## src/hdl/usc_pkg.sv

```systemverilog
// Package with register map, field positions, reset values and carrier types of the serial block.
package usc_pkg;

  // Register indices on the plain register port.
  localparam logic [3:0] ADDR_CSR = 4'h0;   // Control and status.
  localparam logic [3:0] ADDR_UCR = 4'h1;   // Asynchronous control, holds the flush bit.
  localparam logic [3:0] ADDR_GCR = 4'h2;   // Generic control, holds the clock phase bit.
  localparam logic [3:0] ADDR_DBUF = 4'h3;  // Shared receive and transmit data buffer.
  localparam logic [3:0] ADDR_BAUD = 4'h4;  // Rate mantissa.
  localparam logic [3:0] ADDR_IRQ_STAT = 4'h5;  // Sticky interrupt flags.
  localparam logic [3:0] ADDR_IRQ_MASK = 4'h6;  // Interrupt enables.

  // Bit positions in the control and status register.
  localparam int CSR_MODE = 7;     // 0 selects SPI, 1 selects UART.
  localparam int CSR_RX_EN = 6;    // Receiver enable.
  localparam int CSR_SLAVE = 5;    // 0 selects SPI master, 1 selects SPI slave.
  localparam int CSR_FRAME = 4;    // Framing error flag.
  localparam int CSR_PARITY = 3;   // Parity error flag.
  localparam int CSR_RX_BYTE = 2;  // Received byte ready.
  localparam int CSR_TX_BYTE = 1;  // Last byte transmitted.
  localparam int CSR_ACTIVE = 0;   // Busy indication, read only.

  // Flush bit in the asynchronous control register, and phase bit in generic control.
  localparam int UCR_FLUSH = 7;
  localparam int GCR_CLOCK_PHASE_BIT = 6;

  // Bit positions in the interrupt status and mask registers.
  localparam int IRQ_RX = 0;  // Receive complete.
  localparam int IRQ_TX = 1;  // Transmit complete.

  // Values after reset.
  localparam logic [7:0] RST_CSR = 8'h00;
  localparam logic [6:0] RST_UCR = 7'h02;  // High stop bit level by default.
  localparam logic [7:0] RST_GCR = 8'h00;
  localparam logic [7:0] RST_BAUD = 8'h00;
  localparam logic [7:0] RST_DBUF = 8'h00;
  localparam logic [1:0] RST_IRQ = 2'h0;

  // Events reported by the serial shifting engine, each a one-cycle pulse except busy.
  typedef struct packed {
    logic rx_done;     // First stop bit checked good, byte in rx data.
    logic parity_err;  // Received byte failed parity.
    logic frame_err;   // Stop bit had the wrong level.
    logic tx_start;    // Transmit complete event for the interrupt and DMA.
    logic tx_done;     // Last written byte fully shifted out.
    logic busy;        // Level: engine transmitting or receiving.
  } usc_evt_t;

  // Configuration handed to the serial shifting engine.
  typedef struct packed {
    logic mode;        // 0 SPI, 1 UART.
    logic rx_en;       // Receiver enable.
    logic slave;       // SPI slave select.
    logic [6:0] ucr;   // Asynchronous control without the flush bit.
    logic [7:0] gcr;   // Generic control.
    logic [7:0] baud;  // Rate mantissa.
  } usc_ctrl_t;

endpackage

```

## src/hdl/usc_ctrl.sv

```systemverilog
// Control, status, interrupt and DMA trigger logic of one serial port instance.
////////////////////////////////////////////////////////////////////////////////
// Summary of operation
// - Flush stops transfer and clears data buffers.
// - Separate receive and transmit complete flags.
// - Interrupt raised only when its enable set.
// - Two DMA triggers from the same events, held off in SPI mode with clock phase one.
// - Data buffer is DMA source and destination.
// - Five port registers plus two interrupt registers per instance.
// - Bit 7 mode, bit 5 slave, reset zero.
// - Bit 6 enables UART reception.
// - Bit 4 flags bad stop bit.
// - Receive flags on first good stop bit.
// - Bit 3 flags parity failure.
// - Bit 2 shows received byte ready.
// - Bit 1 shows last byte transmitted.
// - Bit 0 read-only busy indication.
// - Status flags cleared by writing zero.
// - Flush bit reads zero, returns to idle.
module usc_ctrl #(
  parameter int INSTANCE = 0  // Port number, zero or one.
) (
  input wire logic clk_i,                        // System clock, 40 MHz.
  input wire logic resetn_i,                     // Asynchronous reset, active low.
  input wire logic [3:0] reg_addr_i,             // Register index.
  input wire logic [7:0] reg_wdata_i,            // Write data.
  input wire logic reg_we_i,                     // Write strobe.
  input wire logic reg_re_i,                     // Read strobe.
  output logic [7:0] reg_rdata_o,                // Read data, one cycle after the strobe.
  input wire usc_pkg::usc_evt_t eng_evt_i,       // Events from the shifting engine.
  input wire logic [7:0] eng_rx_data_i,          // Received byte, valid with rx_done.
  output usc_pkg::usc_ctrl_t eng_ctrl_o,         // Configuration to the shifting engine.
  output logic [7:0] tx_data_o,                  // Byte to transmit.
  output logic tx_load_o,                        // Pulse: new byte written to the buffer.
  output logic flush_o,                          // Pulse: abort and drop partial byte.
  output logic irq_o,                            // Level interrupt request.
  output logic dma_rx_trig_o,                    // Pulse: receive complete DMA trigger.
  output logic dma_tx_trig_o,                    // Pulse: transmit complete DMA trigger.
  output logic active_o                          // Busy indication.
);

  // Only two port instances exist, so any other number has no flag pair to map to.
  if (INSTANCE < 0 || INSTANCE > 1) begin : g_bad_instance
    $error("usc_ctrl: INSTANCE must be 0 or 1");
  end

  //////////////////////////////////////////////////////////////////////////////
  // Register state.

  logic [7:0] csr_q;         // Control and status bits, active bit unused here.
  logic [6:0] ucr_q;         // Asynchronous control without flush.
  logic [7:0] gcr_q;         // Generic control.
  logic [7:0] baud_q;        // Rate mantissa.
  logic [7:0] rx_buf_q;      // Received byte half of the shared buffer.
  logic [7:0] tx_buf_q;      // Transmit half of the shared buffer.
  logic [1:0] irq_stat_q;    // Sticky interrupt flags.
  logic [1:0] irq_mask_q;    // Interrupt enables.
  logic active_q;            // Registered busy indication.
  logic tx_load_q;           // Load pulse toward the engine.
  logic flush_q;             // Flush pulse toward the engine.
  logic dma_rx_q;            // Receive trigger pulse.
  logic dma_tx_q;            // Transmit trigger pulse.
  logic [7:0] rdata_q;       // Read data register.

  // Decoded strobes.
  logic wr_csr;
  logic wr_ucr;
  logic flush_now;
  logic rx_ok;
  logic tx_ok;
  logic dma_ok;

  // A write cycle to a given index.
  function automatic logic wr_hit(input logic we, input logic [3:0] a, input logic [3:0] idx);
    wr_hit = we && (a == idx);
  endfunction

  assign wr_csr = wr_hit(reg_we_i, reg_addr_i, usc_pkg::ADDR_CSR);
  assign wr_ucr = wr_hit(reg_we_i, reg_addr_i, usc_pkg::ADDR_UCR);

  // flush request decode.
  // A one in the flush bit aborts in the same cycle; the bit itself is not stored.
  assign flush_now = wr_ucr && reg_wdata_i[usc_pkg::UCR_FLUSH];

  // receiver gating.
  // In UART mode a byte is accepted only with the receiver enabled; SPI always receives.
  // Events in the flush cycle belong to the aborted transfer and are dropped.
  assign rx_ok = eng_evt_i.rx_done && !flush_now &&
                 (!csr_q[usc_pkg::CSR_MODE] || csr_q[usc_pkg::CSR_RX_EN]);
  assign tx_ok = eng_evt_i.tx_start && !flush_now;

  // phase guard.
  // With SPI clock phase one the DMA cannot keep up with the double buffer, so the
  // triggers are held off and the CPU must service the port from the interrupt.
  assign dma_ok = csr_q[usc_pkg::CSR_MODE] || !gcr_q[usc_pkg::GCR_CLOCK_PHASE_BIT];

  //////////////////////////////////////////////////////////////////////////////
  // Control and status register.

  // status bits clear on written zero, hardware set wins.
  always_ff @(posedge clk_i or negedge resetn_i) begin
    if (!resetn_i) begin
      csr_q <= usc_pkg::RST_CSR;
    end else begin
      // Configuration bits follow software writes.
      if (wr_csr) begin
        csr_q[usc_pkg::CSR_MODE] <= reg_wdata_i[usc_pkg::CSR_MODE];
        csr_q[usc_pkg::CSR_RX_EN] <= reg_wdata_i[usc_pkg::CSR_RX_EN];
        csr_q[usc_pkg::CSR_SLAVE] <= reg_wdata_i[usc_pkg::CSR_SLAVE];
      end
      if (eng_evt_i.frame_err && !flush_now) begin
        csr_q[usc_pkg::CSR_FRAME] <= 1'b1;
      end else if (wr_csr && !reg_wdata_i[usc_pkg::CSR_FRAME]) begin
        csr_q[usc_pkg::CSR_FRAME] <= 1'b0;
      end
      if (eng_evt_i.parity_err && !flush_now) begin
        csr_q[usc_pkg::CSR_PARITY] <= 1'b1;
      end else if (wr_csr && !reg_wdata_i[usc_pkg::CSR_PARITY]) begin
        csr_q[usc_pkg::CSR_PARITY] <= 1'b0;
      end
      // byte ready on first good stop bit.
      if (rx_ok) begin
        csr_q[usc_pkg::CSR_RX_BYTE] <= 1'b1;
      end else if ((wr_csr && !reg_wdata_i[usc_pkg::CSR_RX_BYTE]) || flush_now) begin
        csr_q[usc_pkg::CSR_RX_BYTE] <= 1'b0;
      end
      if (eng_evt_i.tx_done && !flush_now) begin
        csr_q[usc_pkg::CSR_TX_BYTE] <= 1'b1;
      end else if (wr_csr && !reg_wdata_i[usc_pkg::CSR_TX_BYTE]) begin
        csr_q[usc_pkg::CSR_TX_BYTE] <= 1'b0;
      end
      // The active bit lives in its own register.
      csr_q[usc_pkg::CSR_ACTIVE] <= 1'b0;
    end
  end

  // Other configuration registers, written whole.
  always_ff @(posedge clk_i or negedge resetn_i) begin
    if (!resetn_i) begin
      ucr_q <= usc_pkg::RST_UCR;
      gcr_q <= usc_pkg::RST_GCR;
      baud_q <= usc_pkg::RST_BAUD;
    end else begin
      if (wr_ucr) begin
        ucr_q <= reg_wdata_i[6:0];
      end
      if (wr_hit(reg_we_i, reg_addr_i, usc_pkg::ADDR_GCR)) begin
        gcr_q <= reg_wdata_i;
      end
      if (wr_hit(reg_we_i, reg_addr_i, usc_pkg::ADDR_BAUD)) begin
        baud_q <= reg_wdata_i;
      end
    end
  end

  //////////////////////////////////////////////////////////////////////////////
  // Shared data buffer.

  // buffer halves for DMA and CPU.
  // flush empties both halves.
  // Reads return the received byte; writes fill the transmit half and start the engine.
  always_ff @(posedge clk_i or negedge resetn_i) begin
    if (!resetn_i) begin
      rx_buf_q <= usc_pkg::RST_DBUF;
      tx_buf_q <= usc_pkg::RST_DBUF;
      tx_load_q <= 1'b0;
    end else begin
      tx_load_q <= 1'b0;
      if (flush_now) begin
        rx_buf_q <= usc_pkg::RST_DBUF;
        tx_buf_q <= usc_pkg::RST_DBUF;
      end else begin
        if (rx_ok) begin
          rx_buf_q <= eng_rx_data_i;
        end
        if (wr_hit(reg_we_i, reg_addr_i, usc_pkg::ADDR_DBUF)) begin
          tx_buf_q <= reg_wdata_i;
          tx_load_q <= 1'b1;
        end
      end
    end
  end

  //////////////////////////////////////////////////////////////////////////////
  // Abort and activity.

  // flush returns the unit to idle.
  // active drops with the flush.
  // The engine still reports busy in the cycle of the pulse and drops it on the next edge;
  // the flush_q term keeps active low over that window.
  always_ff @(posedge clk_i or negedge resetn_i) begin
    if (!resetn_i) begin
      flush_q <= 1'b0;
      active_q <= 1'b0;
    end else begin
      flush_q <= flush_now;
      active_q <= eng_evt_i.busy && !flush_now && !flush_q;
    end
  end

  //////////////////////////////////////////////////////////////////////////////
  // Interrupt flags and enables.

  // separate receive and transmit flags.
  // Flags are sticky and cleared by writing a one; a new event in the clear cycle wins.
  always_ff @(posedge clk_i or negedge resetn_i) begin
    if (!resetn_i) begin
      irq_stat_q <= usc_pkg::RST_IRQ;
      irq_mask_q <= usc_pkg::RST_IRQ;
    end else begin
      if (wr_hit(reg_we_i, reg_addr_i, usc_pkg::ADDR_IRQ_MASK)) begin
        irq_mask_q <= reg_wdata_i[1:0];
      end
      if (rx_ok) begin
        irq_stat_q[usc_pkg::IRQ_RX] <= 1'b1;
      end else if (wr_hit(reg_we_i, reg_addr_i, usc_pkg::ADDR_IRQ_STAT) &&
                   reg_wdata_i[usc_pkg::IRQ_RX]) begin
        irq_stat_q[usc_pkg::IRQ_RX] <= 1'b0;
      end
      if (tx_ok) begin
        irq_stat_q[usc_pkg::IRQ_TX] <= 1'b1;
      end else if (wr_hit(reg_we_i, reg_addr_i, usc_pkg::ADDR_IRQ_STAT) &&
                   reg_wdata_i[usc_pkg::IRQ_TX]) begin
        irq_stat_q[usc_pkg::IRQ_TX] <= 1'b0;
      end
    end
  end

  assign irq_o = |(irq_stat_q & irq_mask_q);

  //////////////////////////////////////////////////////////////////////////////
  // DMA triggers.

  always_ff @(posedge clk_i or negedge resetn_i) begin
    if (!resetn_i) begin
      dma_rx_q <= 1'b0;
      dma_tx_q <= 1'b0;
    end else begin
      dma_rx_q <= rx_ok && dma_ok;
      dma_tx_q <= tx_ok && dma_ok;
    end
  end

  //////////////////////////////////////////////////////////////////////////////
  // Register read port.

  // five port registers plus interrupt pair.
  // Unmapped indices read zero; the flush bit always reads zero.
  always_ff @(posedge clk_i or negedge resetn_i) begin
    if (!resetn_i) begin
      rdata_q <= 8'h00;
    end else if (reg_re_i) begin
      case (reg_addr_i)
        usc_pkg::ADDR_CSR: rdata_q <= {csr_q[7:1], active_q};
        usc_pkg::ADDR_UCR: rdata_q <= {1'b0, ucr_q};
        usc_pkg::ADDR_GCR: rdata_q <= gcr_q;
        usc_pkg::ADDR_DBUF: rdata_q <= rx_buf_q;
        usc_pkg::ADDR_BAUD: rdata_q <= baud_q;
        usc_pkg::ADDR_IRQ_STAT: rdata_q <= {6'h00, irq_stat_q};
        usc_pkg::ADDR_IRQ_MASK: rdata_q <= {6'h00, irq_mask_q};
        default: rdata_q <= 8'h00;
      endcase
    end else begin
      rdata_q <= 8'h00;
    end
  end

  //////////////////////////////////////////////////////////////////////////////
  // Outputs.

  assign reg_rdata_o = rdata_q;
  assign tx_data_o = tx_buf_q;
  assign tx_load_o = tx_load_q;
  assign flush_o = flush_q;
  assign dma_rx_trig_o = dma_rx_q;
  assign dma_tx_trig_o = dma_tx_q;
  assign active_o = active_q;
  assign eng_ctrl_o = '{mode: csr_q[usc_pkg::CSR_MODE], rx_en: csr_q[usc_pkg::CSR_RX_EN],
                        slave: csr_q[usc_pkg::CSR_SLAVE], ucr: ucr_q, gcr: gcr_q,
                        baud: baud_q};
endmodule

```

## config.mk

```make
export PLATFORM = sky130hd
export DESIGN_NAME = usc_ctrl
export DESIGN_NICKNAME = d
export VERILOG_FILES = /design/src/hdl/usc_pkg.sv /design/src/hdl/usc_ctrl.sv
export SDC_FILE = /design/constraint.sdc
export NUM_CORES = 1
export LEC_CHECK = 0
export ABC_AREA = 1
export BUFFER_PORTS_ARGS = -buffer_cell sky130_fd_sc_hd__buf_2
export CAP_MARGIN = 40
export CORE_ASPECT_RATIO = 1.2
export CORE_MARGIN = 3
export CORE_UTILIZATION = 55
export DETAILED_ROUTE_END_ITERATION = 10
export GPL_TIMING_DRIVEN = 0
export PLACE_DENSITY = 0.85
export SYNTH_ARGS = -nofsm -noshare
export SYNTH_HDL_FRONTEND = slang
export SYNTH_SLANG_ARGS = --single-unit
```

## constraint.sdc

```tcl
create_clock -name clk_i -period 2.5 [get_ports clk_i]
set_input_delay 0.375 -clock clk_i [delete_from_list [all_inputs] [get_ports clk_i]]
set_output_delay 0.375 -clock clk_i [all_outputs]
set_load 0.01 [all_outputs]
```

==> flow_metrics.py <==
metrics = {
    "status": {
        "outcome": "finished clean",
    },
    "sta": {
        "rsz0062_at_grt": "no",
        "hold_viol": 0,
        "finClkSkew_ps": 5.84,
        "fmax_ghz": 0.596,
        "fin_setup_tns_ps": 0,
        "min_period_ps": 1680,
        "worstMarginPinSlew_ps": 682,
        "worst_slack_ps": 822,
        "min_period_over_period": 0.671,
        "drv_slew": 0,
        "slew_headroom": 0.542,
        "setup_viol": 0,
    },
    "grt": {
        "grt_use_total": 0.273,
        "grt_pass1_vias": 2610,
        "overflow": 0,
        "busiest_layer": "met2",
        "use_met2": 0.443,
        "grt_pass1_wl_um": 12700,
        "grt_max_degree": 40,
        "use_met3": 0.0766,
        "antenna_found_initial": 0,
        "grt_use_met1": 0.334,
    },
    "clock_network": {
        "cts_buffer_depth": 2,
        "postCtsHoldBufs": 0,
        "cts_resized": 0,
        "numCtsBuffers": 9,
        "cts_root_buffer": "clkbuf_8",
        "numClockSinks": 63,
        "htree_levels": 3,
        "cts_setup_buffers": 0,
        "cts_tree": "done",
        "clk_latency_ps": 340,
        "clk_pin_slew_ps": 70,
    },
    "floorplan": {
        "die_area_um2": 6040,
        "die_y_um": 84.5,
        "rows": 27,
        "io_pins": 78,
        "die-width_um": 71.4,
        "core_um2": 4760,
        "initial_core_util": 0.593,
    },
    "layout": {
        "stdcell_area_um2": 3470,
        "diodes": 0,
        "finish.utilization": 0.728,
        "area_delta_synth_final_pct": 22.7,
        "fin_nets": 438,
        "layout-drive-gt1-share": 0.302,
    },
    "yosys": {
        "ys_ff_latch": 63,
        "synthArstFlopShare": 1.00,
        "syn_area_um2": 2830,
        "syn_nets": 349,
        "ys_warn_count": 0,
        "synth_edf_count": 0,
        "synth_top_cell_by_area": "dfrtp_1",
        "synth_most_common_cell": "dfrtp_1",
        "synth_ff_type": "dfrtp_1",
        "synth_cell_types": 25,
        "yosysSeqAreaShare": 0.558,
        "synth_top_cells_by_count": "62 x dfrtp_1, 59 x nand2_1, 50 x nand3_1",
        "synth.avg_cell_area_um2": 8.86,
        "synthTopCellsByArea": "dfrtp_1 55%, nand3_1 8.9%, nand2_1 7.8%",
        "synthCells": 319,
        "netlist.area_leader.share": 0.549,
    },
    "drt": {
        "drt_iter0_markers": 263,
        "drc": 0,
        "firstDrtPassIters": 5,
        "final_antenna_net_count": 0,
        "routed_via_density": 5.58,
        "wire_per_inst_um": 16.1,
        "finalWirelength_um": 7560,
        "via_count": 2619,
    },
    "run": {
        "drv_cap": 0,
    },
    "critical_path": {
        "r2r-end": "irq_stat_q[0]",
        "r2r_cells": 5,
        "start_kind": "flop",
        "reg2reg_slack_ps": 820,
        "crit_type": "flop to flop",
        "r2r_start": "csr_q[7]",
        "crit_arrival_ps": 1890,
        "critPathMaxFanout": 10,
        "end_kind": "flop",
        "required_ps": 2710,
    },
    "min_path": {
        "hp-class": "primary input to asynchronous set/reset pin",
    },
    "placed_design": {
        "place_congestion": 0.849,
        "placed_area_um2": 3300,
        "place_ws_ps": 847,
        "port_buffers": 77,
        "hpwl_um": 5490,
    },
    "power_and_ir_drop": {
        "pwr_density_cell_nw_per_um2": 765,
        "vdd_drop_max_uv": 509,
        "p_leak_nw": 1.85,
    },
}
## layout by cell type, fill, tap and decap left out, drive strengths merged, types with 2 or more instances in the layout
cell type  count
o21a           4
nor3           2
dfrtp         62
a21oi          4
inv           38
clkbuf        14
nand3         52
nor2          27
o21ai         50
buf           91
nand2         61
## per-stage QoR
step / total power, mW / instances / hold WS [ps]
floorplan: 1.62 / 319 / 79.4
global placement: 1.86 / 454 / 457
detailed placement: 1.90 / 455 / 404
CTS: 2.66 / 469 / 30.2
global route: 2.80 / 469 / 44.4
finish: 2.65 / 469 / 25.0
## where the power goes
part           leakage (nW)  total [mW]  switching, mW  internal (mW)
logic                 0.995       0.562          0.326          0.237
registers             0.772        1.32          0.120           1.20
clock network        0.0854       0.774          0.372          0.402
total                  1.85        2.65          0.817           1.84
## logic make-up (layout without fill, tap and decap cells)
logic type,after synthesis,count (layout),share of synthesized area
simple gates,144,144,0.238
flops,63,63,0.558
compound gates,60,60,0.122
buf+inv,52,144,0.0823
## worst max-delay path, cell delays in order, from the launching register on
cell	delay (ps)
dfrtp_1	350
inv_1	90
o21ai_1	550
o21bai_1	230
buf_4	210
o21ai_0	120
## area by class of cell
class	instances	area (um^2)
multi-input combinational	204	1020
timing repair buffer	78	405
fill	369	1290
inverter	38	143
tap	58	72.6
buffer	14	90.1
sequential	63	1580
clock buffer	13	159
clock inverter	1	5.00
## how the worst max path moves through the flow
stage	end	start
floorplan	irq_stat_q[0]	csr_q[6]
global placement	tx_data_o[7]	reg_addr_i[2]
detailed placement	tx_data_o[7]	reg_addr_i[2]
CTS	irq_stat_q[0]	csr_q[6]
global route	irq_stat_q[0]	csr_q[7]
finish	irq_stat_q[0]	csr_q[7]
## sequential cells by signal, indices dropped and copies added (netlist names)
register,flops
baud_q,8
gcr_q,8
reg_rdata_o,8
rx_buf_q,8
tx_data_o,8
csr_q,7
ucr_q,7
irq_mask_q,2
irq_stat_q,2
active_o,1
dma_rx_trig_o,1
dma_tx_trig_o,1
flush_o,1
tx_load_o,1
## routing by layer
metal | up-vias | routed length [um]
li1 | 1210 | -
met1 | 1261 | 2940
met2 | 130 | 3790
met3 | 18 | 598
met4 | 0 | 228
met5 | - | 0
Power figures use the tool's default switching activity.
